--- config.mk ---
export PLATFORM = sky130hd
export DESIGN_NAME = hub_port_config_bytes
export DESIGN_NICKNAME = d
export VERILOG_FILES = /design/src/hdl/hub_cfg_pkg.sv /design/src/hdl/hub_port_config_bytes.sv /design/src/hdl/port_number_map.sv
export SDC_FILE = /design/constraint.sdc
export NUM_CORES = 1
export LEC_CHECK = 0
export CORE_MARGIN = 2
export CORE_UTILIZATION = 45
export DETAILED_ROUTE_END_ITERATION = 8
export DONT_BUFFER_PORTS = 1
export GPL_ROUTABILITY_DRIVEN = 0
export SYNTH_ARGS = -nofsm -noshare
export SYNTH_HDL_FRONTEND = slang
export SYNTH_SLANG_ARGS = --single-unit
--- constraint.sdc ---
create_clock -name core_clk -period 5.7 [get_ports core_clk]
set_input_delay 0.855 -clock core_clk [delete_from_list [all_inputs] [get_ports core_clk]]
set_output_delay 0.855 -clock core_clk [all_outputs]
set_load 0.05 [all_outputs]
--- src/hdl/hub_cfg_pkg.sv ---
// constants shared by the hub port configuration bank and its test bench
// assumes a 10 MHz core clock and an axi4-lite register bus
package hub_cfg_pkg;

    // register indices; the byte address is four times the index
    localparam logic [15:0] IDX_CFG_TWO = 16'h00e5;
    localparam logic [15:0] IDX_CFG_THREE = 16'h00e6;
    localparam logic [15:0] IDX_FIXED_PORTS = 16'h00e7;
    localparam logic [15:0] IDX_DIS_SELF = 16'h300a;
    localparam logic [15:0] IDX_DIS_BUS = 16'h300b;
    localparam logic [15:0] IDX_REMAP_LO = 16'h30fb;
    localparam logic [15:0] IDX_REMAP_HI = 16'h30fc;
    localparam logic [15:0] IDX_STATUS = 16'h0010;

    // register selects after decode; storage slots come first
    localparam logic [3:0] SEL_CFG_TWO = 4'h0;
    localparam logic [3:0] SEL_CFG_THREE = 4'h1;
    localparam logic [3:0] SEL_FIXED_PORTS = 4'h2;
    localparam logic [3:0] SEL_DIS_SELF = 4'h3;
    localparam logic [3:0] SEL_DIS_BUS = 4'h4;
    localparam logic [3:0] SEL_REMAP_LO = 4'h5;
    localparam logic [3:0] SEL_REMAP_HI = 4'h6;
    localparam logic [3:0] SEL_STATUS = 4'h7;
    localparam logic [3:0] SEL_NONE = 4'hf;
    localparam logic [3:0] N_REGS = 4'h7;

    // reset value and writable bits of each byte
    localparam logic [7:0] REG_RST = 8'h00;
    localparam logic [7:0] MASK_CFG_TWO = 8'h38;
    localparam logic [7:0] MASK_CFG_THREE = 8'h08;
    localparam logic [7:0] MASK_PORTS = 8'h0e;
    localparam logic [7:0] MASK_REMAP_LO = 8'hff;
    localparam logic [7:0] MASK_REMAP_HI = 8'h0f;

    // field positions
    localparam int OC_SEL_LSB = 4;
    localparam int COMPOUND_BIT = 3;
    localparam int REMAP_EN_BIT = 3;

    // over-current delay choices; least times round up to whole cycles
    localparam int T_CLK_NS = 100;
    localparam int OC_T0_NS = 50;
    localparam int OC_T1_NS = 100;
    localparam int OC_T2_NS = 200;
    localparam int OC_T3_NS = 400;
    localparam logic [3:0] OC_C0 = 4'((OC_T0_NS + T_CLK_NS - 1) / T_CLK_NS);
    localparam logic [3:0] OC_C1 = 4'((OC_T1_NS + T_CLK_NS - 1) / T_CLK_NS);
    localparam logic [3:0] OC_C2 = 4'((OC_T2_NS + T_CLK_NS - 1) / T_CLK_NS);
    localparam logic [3:0] OC_C3 = 4'((OC_T3_NS + T_CLK_NS - 1) / T_CLK_NS);

    // cycles after reset release before straps are caught
    localparam logic [1:0] STARTUP_CYC = 2'h3;

    // axi response codes
    localparam logic [1:0] RESP_OKAY = 2'h0;
    localparam logic [1:0] RESP_SLVERR = 2'h2;

    // byte address of a register index
    function automatic logic [15:0] byte_addr(input logic [15:0] idx);
        return {idx[13:0], 2'b00};
    endfunction

endpackage

--- src/hdl/hub_port_config_bytes.sv ---
// hub port configuration bank behind an axi4-lite slave
// assumes strap pins and over-current sense are asynchronous to core_clk
// What this block does
// bits 5:4 of byte two pick over-current delay 50, 100, 200 or 400 ns; 50 ns runs as one 100 ns cycle.
// bit 3 of byte two reports the hub as part of a compound device.
// software declaring compound must mark the matching ports fixed.
// in strap configuration any fixed-port strap reports compound.
// remap enable clear numbers the active ports upward from 1, closing disabled gaps.
// standard mode takes disabled ports from straps or disable bytes.
// remap enable set takes reported numbers from the two remap bytes.
// each fixed-device bit tells the host an active port holds one.
// fixed-device bits 3..1 map ports 3..1; bits 7..4 and 0 reserved.
// in strap configuration the fixed-port straps replace the byte.
// firmware must set fixed-device bit 1 for the internal card reader.
// a fixed device supplies its own descriptors, the hub none.
// reserved bits read as zero and ignore writes.
`timescale 1ns/1ns
module hub_port_config_bytes (
    // clock and reset
    input wire logic core_clk,
    input wire logic sys_rst,
    // axi4-lite write address and data
    input wire logic [15:0] s_axi_awaddr,
    input wire logic s_axi_awvalid,
    output logic s_axi_awready,
    input wire logic [31:0] s_axi_wdata,
    input wire logic [3:0] s_axi_wstrb,
    input wire logic s_axi_wvalid,
    output logic s_axi_wready,
    // axi4-lite write response
    output logic [1:0] s_axi_bresp,
    output logic s_axi_bvalid,
    input wire logic s_axi_bready,
    // axi4-lite read
    input wire logic [15:0] s_axi_araddr,
    input wire logic s_axi_arvalid,
    output logic s_axi_arready,
    output logic [31:0] s_axi_rdata,
    output logic [1:0] s_axi_rresp,
    output logic s_axi_rvalid,
    input wire logic s_axi_rready,
    // strap pins and over-current sense
    input wire logic strap_config_sel,
    input wire logic self_powered_strap,
    input wire logic [1:0] fixed_port_straps,
    input wire logic [1:0] port_disable_straps,
    input wire logic overcurrent_sense,
    // configuration seen by the hub core
    output logic [1:0] overcurrent_delay_sel,
    output logic overcurrent_fault,
    output logic compound_device,
    output logic explicit_port_remap_mode,
    output logic [3:0] reported_num_p1,
    output logic [3:0] reported_num_p2,
    output logic [3:0] reported_num_p3,
    output logic [2:0] active_ports,
    output logic [1:0] active_port_count,
    output logic [7:0] fixed_device_port_mask,
    output logic [2:0] hub_descriptor_ports
);
    // decode a byte address into a register select; unaligned never hits
    function automatic logic [3:0] reg_sel(input logic [15:0] a);
        logic [15:0] i;
        i = (a[1:0] == 2'b00) ? {2'b00, a[15:2]} : 16'hffff;
        if (i == hub_cfg_pkg::IDX_CFG_TWO) begin
            return hub_cfg_pkg::SEL_CFG_TWO;
        end else if (i == hub_cfg_pkg::IDX_CFG_THREE) begin
            return hub_cfg_pkg::SEL_CFG_THREE;
        end else if (i == hub_cfg_pkg::IDX_FIXED_PORTS) begin
            return hub_cfg_pkg::SEL_FIXED_PORTS;
        end else if (i == hub_cfg_pkg::IDX_DIS_SELF) begin
            return hub_cfg_pkg::SEL_DIS_SELF;
        end else if (i == hub_cfg_pkg::IDX_DIS_BUS) begin
            return hub_cfg_pkg::SEL_DIS_BUS;
        end else if (i == hub_cfg_pkg::IDX_REMAP_LO) begin
            return hub_cfg_pkg::SEL_REMAP_LO;
        end else if (i == hub_cfg_pkg::IDX_REMAP_HI) begin
            return hub_cfg_pkg::SEL_REMAP_HI;
        end else if (i == hub_cfg_pkg::IDX_STATUS) begin
            return hub_cfg_pkg::SEL_STATUS;
        end else begin
            return hub_cfg_pkg::SEL_NONE;
        end
    endfunction
    // writable bits of each storage slot
    function automatic logic [7:0] wmask(input logic [3:0] sel);
        case (sel)
            hub_cfg_pkg::SEL_CFG_TWO: return hub_cfg_pkg::MASK_CFG_TWO;
            hub_cfg_pkg::SEL_CFG_THREE: return hub_cfg_pkg::MASK_CFG_THREE;
            hub_cfg_pkg::SEL_REMAP_LO: return hub_cfg_pkg::MASK_REMAP_LO;
            hub_cfg_pkg::SEL_REMAP_HI: return hub_cfg_pkg::MASK_REMAP_HI;
            default: return hub_cfg_pkg::MASK_PORTS;
        endcase
    endfunction
    logic [7:0] regs_r [0:6];
    logic [6:0] pin_meta_r, pin_sync_r;
    logic [1:0] start_cnt_r, fixed_strap_r, dis_strap_r;
    logic captured_r, strap_mode_r, self_pwr_r;
    logic awready_r, wready_r, bvalid_r, arready_r, rvalid_r;
    logic aw_held_r, w_held_r, wstrb_r;
    logic [15:0] awaddr_r;
    logic [7:0] wdata_r, rdata_r, fixed_mask_r;
    logic [1:0] bresp_r, rresp_r, oc_sel_r, count_r;
    logic [3:0] oc_cnt_r, num1_r, num2_r, num3_r;
    logic oc_fault_r, compound_r, remap_r;
    logic [2:0] active_r, desc_r;
    // strap and sense pins cross into core_clk through two flops
    always_ff @(posedge core_clk or posedge sys_rst) begin
        if (sys_rst) begin
            pin_meta_r <= 7'h00;
            pin_sync_r <= 7'h00;
        end else begin
            pin_meta_r <= {overcurrent_sense, strap_config_sel,
                           self_powered_strap, fixed_port_straps,
                           port_disable_straps};
            pin_sync_r <= pin_meta_r;
        end
    end
    // straps are caught once, after the synchroniser has filled
    always_ff @(posedge core_clk or posedge sys_rst) begin
        if (sys_rst) begin
            start_cnt_r <= 2'h0;
            captured_r <= 1'b0;
            strap_mode_r <= 1'b0;
            self_pwr_r <= 1'b0;
            fixed_strap_r <= 2'h0;
            dis_strap_r <= 2'h0;
        end else if (!captured_r) begin
            start_cnt_r <= start_cnt_r + 2'h1;
            if (start_cnt_r == hub_cfg_pkg::STARTUP_CYC) begin
                captured_r <= 1'b1;
                strap_mode_r <= pin_sync_r[5];
                self_pwr_r <= pin_sync_r[4];
                fixed_strap_r <= pin_sync_r[3:2];
                dis_strap_r <= pin_sync_r[1:0];
            end
        end
    end
    // bus handshake terms
    wire aw_take = s_axi_awvalid && awready_r;
    wire w_take = s_axi_wvalid && wready_r;
    wire ar_take = s_axi_arvalid && arready_r;
    wire do_wr = aw_held_r && w_held_r && !bvalid_r;
    wire aw_held_nxt = (aw_held_r || aw_take) && !do_wr;
    wire w_held_nxt = (w_held_r || w_take) && !do_wr;
    wire bvalid_nxt = do_wr || (bvalid_r && !s_axi_bready);
    wire rvalid_nxt = ar_take || (rvalid_r && !s_axi_rready);
    wire [3:0] wr_sel = reg_sel(awaddr_r);
    wire [3:0] rd_sel = reg_sel(s_axi_araddr);
    wire wr_store = do_wr && wstrb_r && (wr_sel < hub_cfg_pkg::N_REGS);
    // status byte shows the hub's live configuration
    wire [7:0] status = {strap_mode_r, remap_r, compound_r, count_r, active_r};
    wire [7:0] rd_byte = (rd_sel < hub_cfg_pkg::N_REGS) ? regs_r[rd_sel[2:0]]
                       : (rd_sel == hub_cfg_pkg::SEL_STATUS) ? status : 8'h00;
    // write channels; address and data may come in either order
    always_ff @(posedge core_clk or posedge sys_rst) begin
        if (sys_rst) begin
            aw_held_r <= 1'b0;
            w_held_r <= 1'b0;
            awaddr_r <= 16'h0000;
            wdata_r <= 8'h00;
            wstrb_r <= 1'b0;
            awready_r <= 1'b0;
            wready_r <= 1'b0;
            bvalid_r <= 1'b0;
            bresp_r <= hub_cfg_pkg::RESP_OKAY;
        end else begin
            aw_held_r <= aw_held_nxt;
            w_held_r <= w_held_nxt;
            awready_r <= !aw_held_nxt && !bvalid_nxt;
            wready_r <= !w_held_nxt && !bvalid_nxt;
            bvalid_r <= bvalid_nxt;
            if (aw_take) awaddr_r <= s_axi_awaddr;
            if (w_take) begin
                wdata_r <= s_axi_wdata[7:0];
                wstrb_r <= s_axi_wstrb[0];
            end
            if (do_wr) begin
                bresp_r <= (wr_sel == hub_cfg_pkg::SEL_NONE)
                         ? hub_cfg_pkg::RESP_SLVERR : hub_cfg_pkg::RESP_OKAY;
            end
        end
    end
    // reserved bits dropped; lane 0 only, status ignores writes
    always_ff @(posedge core_clk or posedge sys_rst) begin
        if (sys_rst) begin
            for (int i = 0; i < 7; i++) begin
                regs_r[i] <= hub_cfg_pkg::REG_RST;
            end
        end else if (wr_store) begin
            regs_r[wr_sel[2:0]] <= wdata_r & wmask(wr_sel);
        end
    end
    // read channel answers one cycle after the address is taken
    always_ff @(posedge core_clk or posedge sys_rst) begin
        if (sys_rst) begin
            arready_r <= 1'b0;
            rvalid_r <= 1'b0;
            rdata_r <= 8'h00;
            rresp_r <= hub_cfg_pkg::RESP_OKAY;
        end else begin
            arready_r <= !rvalid_nxt;
            rvalid_r <= rvalid_nxt;
            if (ar_take) begin
                rdata_r <= rd_byte;
                rresp_r <= (rd_sel == hub_cfg_pkg::SEL_NONE)
                         ? hub_cfg_pkg::RESP_SLVERR : hub_cfg_pkg::RESP_OKAY;
            end
        end
    end
    // disable source, straps or the power mode's byte
    wire [7:0] dis_reg = self_pwr_r ? regs_r[hub_cfg_pkg::SEL_DIS_SELF[2:0]]
                                    : regs_r[hub_cfg_pkg::SEL_DIS_BUS[2:0]];
    wire [2:0] port_off = strap_mode_r ? {1'b0, dis_strap_r} : dis_reg[3:1];
    // remap gate; straps always run standard numbering
    wire remap_eff = !strap_mode_r &&
        regs_r[hub_cfg_pkg::SEL_CFG_THREE[2:0]][hub_cfg_pkg::REMAP_EN_BIT];
    // strap fixed ports
    wire [2:0] fixed_phys = strap_mode_r ? {1'b0, fixed_strap_r}
                          : regs_r[hub_cfg_pkg::SEL_FIXED_PORTS[2:0]][3:1];
    // compound from byte two, or implied by straps
    wire compound_nxt = strap_mode_r ? |fixed_strap_r
        : regs_r[hub_cfg_pkg::SEL_CFG_TWO[2:0]][hub_cfg_pkg::COMPOUND_BIT];
    wire [1:0] oc_sel = regs_r[hub_cfg_pkg::SEL_CFG_TWO[2:0]]
                        [hub_cfg_pkg::OC_SEL_LSB +: 2];
    wire [3:0] map_num1, map_num2, map_num3;
    wire [2:0] map_active;
    wire [1:0] map_count;
    // remap numbering
    port_number_map u_map (
        .remap_en(remap_eff), .port_off(port_off),
        .remap_lo(regs_r[hub_cfg_pkg::SEL_REMAP_LO[2:0]]),
        .remap_hi(regs_r[hub_cfg_pkg::SEL_REMAP_HI[2:0]]),
        .num_p1(map_num1), .num_p2(map_num2), .num_p3(map_num3),
        .active(map_active), .count(map_count)
    );
    // delay select; sub-period delays still cost a whole cycle
    wire [3:0] oc_lim = (oc_sel == 2'h0) ? hub_cfg_pkg::OC_C0
                      : (oc_sel == 2'h1) ? hub_cfg_pkg::OC_C1
                      : (oc_sel == 2'h2) ? hub_cfg_pkg::OC_C2
                      : hub_cfg_pkg::OC_C3;
    wire oc_in = pin_sync_r[6];
    wire [3:0] oc_cnt_nxt = !oc_in ? 4'h0
                          : (oc_cnt_r >= oc_lim) ? oc_cnt_r : oc_cnt_r + 4'h1;
    // fixed mask in bits 3..1, hub describes the rest
    always_ff @(posedge core_clk or posedge sys_rst) begin
        if (sys_rst) begin
            oc_cnt_r <= 4'h0;
            oc_fault_r <= 1'b0;
            oc_sel_r <= 2'h0;
            compound_r <= 1'b0;
            remap_r <= 1'b0;
            num1_r <= 4'h0;
            num2_r <= 4'h0;
            num3_r <= 4'h0;
            active_r <= 3'h0;
            count_r <= 2'h0;
            fixed_mask_r <= 8'h00;
            desc_r <= 3'h0;
        end else begin
            oc_cnt_r <= oc_cnt_nxt;
            oc_fault_r <= oc_in && (oc_cnt_nxt >= oc_lim);
            oc_sel_r <= oc_sel;
            compound_r <= compound_nxt;
            remap_r <= remap_eff;
            num1_r <= map_num1;
            num2_r <= map_num2;
            num3_r <= map_num3;
            active_r <= map_active;
            count_r <= map_count;
            fixed_mask_r <= {4'h0, fixed_phys & map_active, 1'b0};
            desc_r <= map_active & ~fixed_phys;
        end
    end
    // outputs come straight from the flops above
    assign s_axi_awready = awready_r;
    assign s_axi_wready = wready_r;
    assign s_axi_bvalid = bvalid_r;
    assign s_axi_bresp = bresp_r;
    assign s_axi_arready = arready_r;
    assign s_axi_rvalid = rvalid_r;
    assign s_axi_rresp = rresp_r;
    assign s_axi_rdata = {24'h000000, rdata_r};
    assign overcurrent_delay_sel = oc_sel_r;
    assign overcurrent_fault = oc_fault_r;
    assign compound_device = compound_r;
    assign explicit_port_remap_mode = remap_r;
    assign reported_num_p1 = num1_r;
    assign reported_num_p2 = num2_r;
    assign reported_num_p3 = num3_r;
    assign active_ports = active_r;
    assign active_port_count = count_r;
    assign fixed_device_port_mask = fixed_mask_r;
    assign hub_descriptor_ports = desc_r;
endmodule

--- src/hdl/port_number_map.sv ---
// works out the port number the host sees for each physical port
// assumes settled mode and disable inputs from the same clock domain
`timescale 1ns/1ns
module port_number_map (
    // mode and port selection
    input wire logic remap_en,
    input wire logic [2:0] port_off,
    input wire logic [7:0] remap_lo,
    input wire logic [7:0] remap_hi,
    // reported numbers, zero for a port the host does not see
    output logic [3:0] num_p1,
    output logic [3:0] num_p2,
    output logic [3:0] num_p3,
    output logic [2:0] active,
    output logic [1:0] count
);

    logic [3:0] std1;
    logic [3:0] std2;
    logic [3:0] std3;

    // standard mode: close the gaps left by disabled ports
    assign std1 = port_off[0] ? 4'h0 : 4'h1;
    assign std2 = port_off[1] ? 4'h0 : 4'h1 + {3'h0, !port_off[0]};
    assign std3 = port_off[2] ? 4'h0
                : 4'h1 + {3'h0, !port_off[0]} + {3'h0, !port_off[1]};

    // remap mode: each nibble names the number, zero hides the port
    assign num_p1 = remap_en ? remap_lo[3:0] : std1;
    assign num_p2 = remap_en ? remap_lo[7:4] : std2;
    assign num_p3 = remap_en ? remap_hi[3:0] : std3;

    // active ports and how many the host sees
    assign active = {|num_p3, |num_p2, |num_p1};
    assign count = {1'b0, active[0]} + {1'b0, active[1]} + {1'b0, active[2]};

endmodule

[Yosys cells after proc, flatten, opt, wreduce, memory -nomap -nowiden]
Index checks and enable logic that the tools add are counted.
Cells by class
  bitwise logic cells: 7
  muxes and demuxes: 47
  $lt $le $gt $ge: 7
  reduce and logical (&&, ||, !) cells: 40
  eq/ne operators: 25
  $add $sub $neg: 6
Operator list (number)
  $eq A16 B14 Y1 const B: 8
  $eq A16 B8 Y1 const B: 6
  $mux W4: 24
  $bwmux W56: 1
  $mux W8: 6
  $eq A16 B5 Y1 const B: 2
  $mux W16: 2
  $pmux W8 S4: 1
  $bmux W8 S3: 1
  $demux W8 S3: 1
  $logic_and A1 B1 Y1: 16
  $mux W3: 5
  $eq A4 B3 Y1 const B: 3
  $reduce_or A4 Y1: 3
  $logic_not A1 Y1: 11
  $and A8 B8 Y8: 1
  $eq A4 B4 Y1 const B: 2
  $ge A4 B3 Y1: 2
  $ge A4 B4 Y1 const B: 2
  $lt A4 B3 Y1 const B: 2
  $not A3 Y4: 2
  $and A3 B3 Y3: 2
  $logic_not A2 Y1: 3
  $add A4 B1 Y4: 1
  17 further kinds: 25
Word-level totals
  register bits after elaboration: 155
  output and inout bits: 74
  input port bits: 82

[Longest topological paths before layout]
Gate-level depths: netlist (run 1).
  depth after elaboration: 17
  gate-level depth with buffers: 12
  depth with buffers taken out: 12

[Cells and area by module]
Synthesis (run 1) repeated with hierarchy kept, for this count alone.
Second synthesis, totals
  cell total of the unflattened synthesis: 567
  area, all modules: 6900.4 µm²
By module, submodules not included
  hub_port_config_bytes: times used 1, cells an instance 540, sequential area each 3828.7 µm², area each 6658.9 µm²
  port_number_map: times used 1, cells an instance 27, sequential area each 0.0 µm², area each 241.5 µm²

[Worst setup path before layout (run 1)]
Ideal clock, no wire load.
  path kind: input to register
  start: input port s_axi_araddr[10]
  end: register rdata_r[1]
  stages on the path: 7
  path slack: 2.879 ns
  data arrival time: 2.692 ns
  setup time: 0.129 ns
  path through: or4_4 nor4b_1 a32o_2 buf_6 mux2_2 a221oi_1 nor3_2
Between the ends
  longest elaborated chain between the ends: 14
  elaborated cells between the ends (all ways): 25
  those cells by class: 1 x order compare; 9 x eq/ne; 14 x mux; 1 x bitwise
RTL lines
  start: declaration: RTL line hub_port_config_bytes.sv:35  | input wire logic [15:0] s_axi_araddr,
  $mux W16 *: RTL line hub_port_config_bytes.sv:64  | i = (a[1:0] == 2'b00) ? {2'b00, a[15:2]} : 16'hffff;
  $eq A16 B14 Y1: RTL line hub_port_config_bytes.sv:77  | end else if (i == hub_cfg_pkg::IDX_REMAP_HI) begin
  $mux W4: RTL line hub_port_config_bytes.sv:77
  $mux W4: RTL line hub_port_config_bytes.sv:75  | end else if (i == hub_cfg_pkg::IDX_REMAP_LO) begin
  $mux W4: RTL line hub_port_config_bytes.sv:73  | end else if (i == hub_cfg_pkg::IDX_DIS_BUS) begin
  $mux W4: RTL line hub_port_config_bytes.sv:71  | end else if (i == hub_cfg_pkg::IDX_DIS_SELF) begin
  $mux W4: RTL line hub_port_config_bytes.sv:69  | end else if (i == hub_cfg_pkg::IDX_FIXED_PORTS) begin
  $mux W4: RTL line hub_port_config_bytes.sv:67  | end else if (i == hub_cfg_pkg::IDX_CFG_THREE) begin
  $mux W4 *: RTL line hub_port_config_bytes.sv:65  | if (i == hub_cfg_pkg::IDX_CFG_TWO) begin
  $not A3 Y4 (not written as such): RTL line hub_port_config_bytes.sv:153  | wire [7:0] rd_byte = (rd_sel < hub_cfg_pkg::N_REGS) ? regs_r[rd_sel[2:0]]
  $bmux W8 S3: RTL line hub_port_config_bytes.sv:153
  $mux W8 (not written as such) (2 in a row): RTL line hub_port_config_bytes.sv:153
  $mux W8 *: RTL line hub_port_config_bytes.sv:153
  end signal: assignment: RTL line hub_port_config_bytes.sv:205  | rdata_r <= rd_byte;
  end: declaration: RTL line hub_port_config_bytes.sv:102  | logic [7:0] wdata_r, rdata_r, fixed_mask_r;
Mark *: on every way between the ends. The rest lies on a longest branch, timed or not. The select of a mux whose other input is x is not followed.
A chain may end at the register's enable or synchronous reset.

[Worst setup path in the final report (run 1)]
  start: register regs_r, in the netlist oc_sel[1]
  end: register oc_fault_r (netlist: overcurrent_fault)
Between the ends
  longest elaborated chain between the ends: 9
  elaborated cells between the ends (all ways): 11
  those cells by class: 2 x order compare; 2 x eq/ne; 5 x mux; 2 x reduce/logical
RTL lines
  start: declaration: RTL line hub_port_config_bytes.sv:95  | logic [7:0] regs_r [0:6];
  start signal: indexed assignment: RTL line hub_port_config_bytes.sv:188  | regs_r[i] <= hub_cfg_pkg::REG_RST;
  start signal: indexed assignment: RTL line hub_port_config_bytes.sv:191  | regs_r[wr_sel[2:0]] <= wdata_r & wmask(wr_sel);
  $eq A2 B2 Y1: RTL line hub_port_config_bytes.sv:240  | : (oc_sel == 2'h2) ? hub_cfg_pkg::OC_C2
  $mux W3: RTL line hub_port_config_bytes.sv:240
  $mux W3: RTL line hub_port_config_bytes.sv:239  | : (oc_sel == 2'h1) ? hub_cfg_pkg::OC_C1
  $mux W3 *: RTL line hub_port_config_bytes.sv:238  | wire [3:0] oc_lim = (oc_sel == 2'h0) ? hub_cfg_pkg::OC_C0
  $ge A4 B3 Y1: RTL line hub_port_config_bytes.sv:244  | : (oc_cnt_r >= oc_lim) ? oc_cnt_r : oc_cnt_r + 4'h1;
  $mux W4: RTL line hub_port_config_bytes.sv:244
  $mux W4: RTL line hub_port_config_bytes.sv:243  | wire [3:0] oc_cnt_nxt = !oc_in ? 4'h0
  $ge A4 B3 Y1 *: RTL line hub_port_config_bytes.sv:262  | oc_fault_r <= oc_in && (oc_cnt_nxt >= oc_lim);
  $logic_and A1 B1 Y1 *: RTL line hub_port_config_bytes.sv:262
  end signal: assignment: RTL line hub_port_config_bytes.sv:262
  end: declaration: RTL line hub_port_config_bytes.sv:105  | logic oc_fault_r, compound_r, remap_r;
Mark *: on every way between the ends. The rest lies on a longest branch, timed or not.

==> run metrics, run 1 <==
worst min-delay path category reg -> reg; clock sinks between 150 and 200; Detailed Route WL 14.2 mm; Die X 128 µm; ANT cells 0; CTS max path bufs 2; Distinct cells, synth 63; WP data required ~6.0 ns; largest net degree at the start of global routing between 100 and 150; setup bufs post-CTS 0; min Tclk post-route around 3.0 ns; largest family of logic cells by synthesized area simple AND/OR/NAND/NOR gates; post-synthesis compound-gate area fraction 0.0727; num rows 45; Peak VDD IR roughly 0.3 mV; syn avg cell area around 13 µm²; most frequent cells in the layout 153 x dfrtp_1, 67 x mux2_2, 31 x conb_1; GRT Resource Usage Total 0.186; top cell type's share of synthesized area 0.556; GR Overflow Total 0; relative slew slack 0.336; post-route cell area roughly 7500 µm²; #FFs+latches synth 153; layout cells sized above 1 0.214; Fin. Hold Viols 0; hold buffer count at CTS 0; Gate Count Post-Synth 547; total number of vias 4,114; hold_ws about 0.35 ns; Nets between 600 and 700; Clock Tree Root clkbuf_16; Seq/Total Area, Yosys 0.556; Final TNS setup 0 ns; Pins Over Slew Limit 0; worst-skew pair later-pin latency about 0.42 ns; PortBufs 0; Worst Tran Pin Value approximately 1 ns; critical path fanouts, max 6; Layout Utilization 0.500; final setup violation count 0; fraction of synthesized area in multiplexers 0.141; antenna violations before repair 0; Lkg Pwr between 0.003 and 0.004 µW; area leader, netlist dfrtp_1; Startpoint Class flip-flop; Placeable Area 15,100 µm²; wire per inst ~19 µm; Yosys warning total 0; Syn-to-layout area delta 9.62%; Routed Antenna Nets 0; Max Cap Viol 0; critical path type reg -> reg; Final HPWL DP about 9.9 mm; first-pass iteration count of the detailed router 4; DRC viols 0; die area around 16,000 µm²; CP Data Arrival Time roughly 3.3 ns; Synth Area in XOR/XNOR 0.00636; initial core utilization 0.456; Reg clk slew, reported paths 0.06 ns; Inst Count DP about 720; skew final 0.00700 ns; first-pass GRT wire length 23.2 mm; drt via density around 5.5; CTS tree yes; Synth area leaders dfrtp_1 56%, mux2_2 11%, buf_4 3.4%, mux2i_1 2.8%, nor2b_1 2.7%; Die Y around 130 µm; highest clock rate around 330 MHz; crit share post-route 0.534; Num CTS Buffers 17; Async S/R FF share, synth 1.00; Synth Flop Type dfrtp_1; RSZ-0062 raised after global routing no; Pwr Density 422 nW/µm²; post-cts sizing count 0; outcome finished, final reports clean; vias in the first global route ~4,300; H-tree depth 4; Post-synth EDFFs 0; drt initial violations 226; simple-gate share of the synthesized area 0.142; most common library cell in the layout ignoring fill and taps dfrtp_1; Adder-Cell Fraction of Synth Area 0.0229; Non-Filler Instances around 750; CP endpoint kind flip-flop; Post-Syn Area 6880 µm²; Ports between 150 and 200; placed cell areas roughly 6900 µm²
worst paths after layout:
path / startpoint / endpoint / slack [ns] / cells after the start
max: oc_sel[1] / overcurrent_fault / 2.66 / 12
min: pin_meta_r[4] / pin_sync_r[4] / 0.35 / 0
max reg2reg: oc_sel[1] / overcurrent_fault / 2.66 / 12
min reg2reg: pin_meta_r[4] / pin_sync_r[4] / 0.35 / 0
max in group asynchronous: sys_rst / rdata_r[6] / 4.11 / 2
min in group asynchronous: sys_rst / awaddr_r[8] / 0.49 / 1
cell families (layout without fill, tap and decap cells):
kind of cell,after synthesis,in the layout
XOR/XNOR,5,5
AND/OR/NAND/NOR,161,161
AO/OA/AOI/OAI,60,60
other,1,31
flip-flops,153,153
multiplexers,88,88
buffers and inverters,67,50
adder cells (fa/ha/maj),12,12
critical path, stage by stage (launching register included):
cell and delay (ns):
dfrtp_1 0.49, inv_1 0.10, ha_1 0.27, nand2b_1 0.14, a21o_1 0.18, a211oi_1 0.53
xnor2_1 0.12, nand2b_1 0.19, ha_1 0.29, nand2b_1 0.14, a21oi_1 0.18, nor2b_1 0.07
o31a_1 0.24
layout make-up:
cell class | count | area (µm²)
fillers | 1328 | 7550
flip-flops and latches | 153 | 3830
multi-input cells | 357 | 2760
clock buffers | 19 | 443
well taps | 188 | 235
clock inverters | 13 | 193
inverters | 16 | 65.1
repair buffers | 2 | 15.0
where the power goes:
part           internal [µW]  switching [µW]  leakage [µW]
registers               1240             278       0.00195
clock network            749             453      0.000309
logic                    213             252       0.00120
total                   2200             982       0.00346
synth_stat cells (3+ instances only):
library cell,number
a211o_1,7
a21oi_1,9
a221oi_1,8
and2_1,25
and3_1,4
buf_4,31
clkbuf_1,13
dfrtp_1,153
ha_1,11
inv_1,16
mux2_2,67
mux2i_1,19
nand2_1,17
nand2b_1,6
nand3_1,5
nand4_1,4
nand4b_1,5
nor2_1,23
nor2b_1,30
nor3_1,8
nor3_2,7
nor4_1,7
o21ai_0,3
o221a_1,6
o22ai_1,5
or2_2,3
xnor2_1,3
per-layer routing:
metal  share of wire  vias up  track usage
met5               0        -            0
met4           0.019        0       0.0756
met3           0.061       18       0.0518
met2            0.49      130        0.301
met1            0.43     2079        0.239
li1                -     1887            -
registers in the layout, indices dropped and copies added, names as in the netlist, 3 cells and up:
| register | count |
|---|---|
| oc_cnt_r | 4 |
| rdata_r | 8 |
| reported_num_p2 | 4 |
| hub_descriptor_ports | 3 |
| reported_num_p3 | 4 |
| regs_r | 54 |
| fixed_device_port_mask | 3 |
| pin_meta_r | 7 |
| pin_sync_r | 7 |
| active_ports | 3 |
| awaddr_r | 16 |
| wdata_r | 8 |
| reported_num_p1 | 4 |
per-stage QoR:
stage	power, µW	worst slack (ns)
6_report	3180	2.66
5_1_grt	3340	2.36
4_1_cts	3210	2.63
3_5_place_dp	2000	2.34
3_3_place_gp	1980	2.43
2_1_floorplan	1900	0.724
Note: power is estimated with default switching activity, not from simulation.
==> run 2: changes to the inputs <==
==> constraint.sdc (replaced) <==
create_clock -name core_clk -period 2.7 [get_ports core_clk]
set_input_delay 0.405 -clock core_clk [delete_from_list [all_inputs] [get_ports core_clk]]
set_output_delay 0.405 -clock core_clk [all_outputs]
set_load 0.05 [all_outputs]
==> run metrics, run 2 (synthesized netlist as in run 1, its figures left out) <==
CP Data Arrival Time 2.88 ns (-0.46 ns); skew final 0.00772 ns (+0.000717 ns); first-pass iteration count of the detailed router 4 (unchanged); GRT Resource Usage Total 0.181 (-0.00570); reg2reg start oc_sel[1]; Nets 680 (+6.1%); Detailed Route WL 14.0 mm (-1.3%); Lkg Pwr 0.00364 µW (+5.3%); max reg flops 54 (unchanged); Non-Filler Instances 786 (+5.1%); drt via density 5.33 (-3.0%); ANT cells 0 (unchanged); GR Overflow Total 0 (unchanged); worst setup margin 0.120 ns (-2.54 ns); post-route cell area 7890 µm² (+4.6%); WP data required 3.00 ns (-3.00 ns); crit share post-route 0.955 (+0.422); highest clock rate 388 MHz (+18%); Top reg by flops regs_r; largest net degree at the start of global routing 70 (-37%); PortBufs 0 (unchanged); pre-CTS setup slack 0.000713 ns (-2.34 ns); num rows 45 (unchanged); vias in the first global route 4,278 (+0.23%); Peak VDD IR 0.573 mV (+94%); min Tclk post-route 2.58 ns (-0.462 ns); Ports 156 (unchanged); largest registers regs_r (54), awaddr_r (16); relative slew slack 0.524 (+0.187); Final TNS setup 0 ns (unchanged); initial core utilization 0.456 (unchanged); Routed Antenna Nets 0 (unchanged); Inst Count DP 743 (+3.8%); Reg clk slew, reported paths 0.06 ns (about the same); worst-skew pair later-pin latency 0.42 ns (about the same); Final HPWL DP 10.3 mm (+3.4%); H-tree depth 4 (unchanged); placed cell areas 7150 µm² (+3.5%); Pins Over Slew Limit 0 (unchanged); layout cells sized above 1 0.268 (+0.0533); most frequent cells in the layout 153 x dfrtp_1, 67 x mux2_2, 31 x conb_1; Die Y 128 µm (unchanged); Die X 128 µm (unchanged); Startpoint Class flip-flop; die area 16,300 µm² (unchanged); Hold Path Origin s_axi_rready; hold_ws 0.115 ns (-0.232 ns); worst min-delay path category in -> reg; Critical Path Source oc_sel[1]; total number of vias 4,193 (+1.9%); critical path fanouts, max 4 (-2); critical path type reg -> reg; antenna violations before repair 0 (unchanged); Clock Tree Root clkbuf_16; CTS tree yes; final setup violation count 0 (unchanged); outcome finished, final reports clean; Syn-to-layout area delta 14.7%; Max Cap Viol 0 (unchanged); Pwr Density 844 nW/µm² (+100%); CTS max path bufs 2 (unchanged); DRC viols 0 (unchanged); drt initial violations 213 (-5.8%); most common library cell in the layout ignoring fill and taps dfrtp_1; first-pass GRT wire length 22.6 mm (-2.4%); wire per inst 17.8 µm (-6.0%); CP endpoint kind flip-flop; Num CTS Buffers 17 (unchanged); clock sinks 153 (unchanged); Worst Tran Pin Value 0.711 ns (-0.284 ns); Fin. Hold Viols 0 (unchanged); r2r setup slk 0.12 ns (-2.54 ns); Placeable Area 15,100 µm² (unchanged)
==> run 2: cell count changes in the layout (fill, tap and decap cells not counted), sizes merged <==
| cell | before | now |
|---|---|---|
| buf | 2 | 33 |
| dlygate4sd3 | 0 | 8 |
| clkinvlp | 1 | 4 |
| inv | 18 | 15 |
| bufinv | 4 | 2 |
| clkbuf | 19 | 20 |
==> run 2: per-stage QoR <==
step | total power (µW) | util
after global routing | 6990 | 0.523
after CTS | 6620 | 0.518
final | 6660 | 0.523
after floorplan | 4020 | -
after global placement | 4230 | 0.474
after detailed placement | 4290 | 0.474
==> run 2: layer usage <==
layer | vias to the layer above | GRT usage | share of wire
met5 | - | 0 | 0
met4 | 0 | 0.0562 | 0.012
met3 | 16 | 0.0543 | 0.061
met2 | 124 | 0.286 | 0.50
met1 | 2090 | 0.241 | 0.43
li1 | 1963 | - | -
==> run 2: cell type report <==
type,count,area (µm²)
inverter,16,63.8
multi-input combinational,357,2820
tap,188,235
clock inverter,11,124
fill,1300,7200
sequential,153,3830
timing repair buffer,41,365
clock buffer,20,457
==> run 2: timing repair <==
item,CTS,global route
endpoints found under the hold margin,17,0
endpoints found under the setup margin,1,9
hold buffers,8,0
pin swaps,0,2
buffers inserted,1,3
gates resized for setup,0,10
==> run 2: worst paths after layout <==
kind / endpoint / cells past startpoint
hold / removal: s_axi_rvalid / 1
setup / recovery: overcurrent_fault / 13
hold reg to reg: pin_sync_r[4] / 0
max in group asynchronous: fixed_device_port_mask[3] / 3
min in group asynchronous: regs_r[47] / 2
setup reg to reg: overcurrent_fault / 13
==> run 2: where the power goes <==
part           total (µW)  internal, µW  switching (µW)
combinational        1180           572             610
sequential           3160          2610             552
clock                2320          1400             914
==> run 2: critical path: stages (launching register included) <==
cell	delay, ns
dfrtp_1	0.40
inv_2	0.05
ha_1	0.28
nand2b_4	0.14
a21o_1	0.18
a211oi_2	0.18
buf_4	0.16
buf_4	0.10
nand2_1	0.05
xnor2_1	0.11
and2_1	0.17
ha_1	0.28
nor2b_1	0.13
o31a_1	0.23
==> run 3: changes to the inputs <==
--- a/config.mk
+++ b/config.mk
@@ -5,6 +5,7 @@
 export SDC_FILE = /design/constraint.sdc
 export NUM_CORES = 1
 export LEC_CHECK = 0
+export CORE_ASPECT_RATIO = 0.6
 export CORE_MARGIN = 2
 export CORE_UTILIZATION = 45
 export DETAILED_ROUTE_END_ITERATION = 8
==> run metrics, run 3 (synthesized netlist as in run 1, its figures left out) <==
outcome finished, final reports clean; critical path fanouts, max 4 (unchanged); Top reg by flops regs_r; CP endpoint kind flip-flop; Placeable Area 14,700 µm² (-2.5%); Ports 156 (unchanged); antenna violations before repair 0 (unchanged); first-pass iteration count of the detailed router 4 (unchanged); Inst Count DP 756 (+1.7%); Pwr Density 855 nW/µm² (+1.3%); min Tclk post-route 2.60 ns (+0.0198 ns); PortBufs 0 (unchanged); hold path depth 1 (unchanged); crit share post-route 0.963 (+0.00734); clock sinks 153 (unchanged); layout cells sized above 1 0.269 (+0.00122); WP data required 3.00 ns (about the same); ANT cells 0 (unchanged); most common library cell in the layout ignoring fill and taps dfrtp_1; num rows 34 (-24%); drt initial violations 320 (+50%); CTS tree yes; skew final 0.0147 ns (+0.00697 ns); CP Data Arrival Time 2.90 ns (+0.02 ns); FF/Latch Area 3830 µm² (about the same); CTS max path bufs 2 (unchanged); Pins Over Slew Limit 0 (unchanged); initial core utilization 0.467 (+0.0115); Lkg Pwr 0.00364 µW (about the same); most frequent cells in the layout 152 x dfrtp_1, 67 x mux2_2, 31 x conb_1; worst min-delay path category in -> reg; Reg clk slew, reported paths 0.07 ns (about the same); die area 16,300 µm² (+0.20%); Num CTS Buffers 17 (unchanged); Die X 164 µm (+28%); DRC viols 0 (unchanged); Fin. Hold Viols 0 (unchanged); Die Y 99.8 µm (-22%); max reg flops 54 (unchanged); total number of vias 4,288 (+2.3%); first-pass GRT wire length 24.1 mm (+6.5%); wire per inst 19.1 µm (+7.0%); hold_ws 0.118 ns (+0.00249 ns); R2R depth 13 (unchanged); Clock Tree Root clkbuf_16; H-tree depth 4 (unchanged); GRT Resource Usage Total 0.197 (+0.0158); Final HPWL DP 11.3 mm (+10%); largest registers regs_r (54), awaddr_r (16); Fillers 1,245 (-4.2%); Startpoint Class flip-flop; relative slew slack 0.524 (+0.000551); Nets 680 (unchanged); Syn-to-layout area delta 15.0%; worst-skew pair later-pin latency 0.42 ns (about the same); vias in the first global route 4,389 (+2.6%); Multi-input gate area 2800 µm² (-0.53%); Detailed Route WL 15.2 mm (+8.5%); drt via density 5.38 (+0.85%); critical path type reg -> reg; Max Cap Viol 0 (unchanged); Peak VDD IR 0.553 mV (-3.4%); Worst Tran Pin Value 0.711 ns (-0.000823 ns); Non-Filler Instances 797 (+1.4%); GR Overflow Total 0 (unchanged); largest net degree at the start of global routing 53 (-24%); final setup violation count 0 (unchanged); Routed Antenna Nets 0 (unchanged); highest clock rate 385 MHz (-0.76%)
## run 3: changes by cell type in the layout (fill, tap and decap cells not counted), sizes merged
| cell | change |
|---|---|
| inv | +9 |
| clkbuf | -3 |
| bufinv | -1 |
| clkinv | -4 |
## run 3: metrics by stage
stage / setup WS, ns / util / power (µW) / area, µm² / setup TNS, ns
floorplan: 0.0645 / - / 4020 / 7000 / 0
global placement: 0.00780 / 0.488 / 4260 / 7180 / 0
detailed placement: -0.0352 / 0.488 / 4330 / 7180 / -0.0352
CTS: 0.0150 / 0.535 / 6770 / 7870 / 0
global route: -0.0346 / 0.537 / 7100 / 7910 / -0.0346
finish: 0.101 / 0.537 / 6770 / 7910 / 0
## run 3: where the power goes
part | switching, µW | total, µW | internal [µW]
sequential | 568 | 3180 | 2610
clock | 1090 | 2410 | 1330
combinational | 619 | 1180 | 557
total | 2270 | 6770 | 4490
## run 3: what timing repair did
action | CTS | global route
pin swaps | 0 | 2
setup endpoints to repair | 1 | 7
setup buffers | 1 | 0
gates resized for setup | 0 | 9
hold buffers | 8 | 0
hold endpoints to repair | 25 | 0
## run 3: worst max-delay path, cell delays in order (launching register included)
cell      delay, ns
dfrtp_1        0.39
inv_2          0.05
ha_1           0.25
nand2b_1       0.14
a21o_1         0.19
a211oi_2       0.21
buf_4          0.16
xnor2_1        0.06
nand2b_4       0.14
ha_1           0.29
nand2b_1       0.16
a21oi_2        0.11
nor2b_1        0.06
o31a_1         0.26
## run 3: worst paths after layout
path | start | to | slack, ns
worst max-delay path | oc_sel[1] | overcurrent_fault | 0.10
worst min-delay path | s_axi_rready | s_axi_rvalid | 0.12
worst max register to register | oc_sel[1] | overcurrent_fault | 0.10
worst min register to register | pin_meta_r[2] | pin_sync_r[2] | 0.35
max in group asynchronous | sys_rst | rdata_r[7] | 1.49
min in group asynchronous | sys_rst | regs_r[24] | 0.51
## run 3: per-layer routing
| layer | track usage | share of wire | vias to the layer above |
|---|---|---|---|
| met4 | 0.0499 | 0.0064 | 0 |
| met2 | 0.273 | 0.43 | 148 |
| met1 | 0.292 | 0.48 | 2161 |
| met5 | 0 | 0 | - |
| li1 | - | - | 1971 |
| met3 | 0.0711 | 0.087 | 8 |
## run 3: area by class of cell
class	count	area share
clock buffer	17	0.0538
clock inverter	15	0.0223
inverter	16	0.00807
multi-input combinational	357	0.354
sequential	153	0.484
tap	198	0.0313
timing repair buffer	41	0.0462
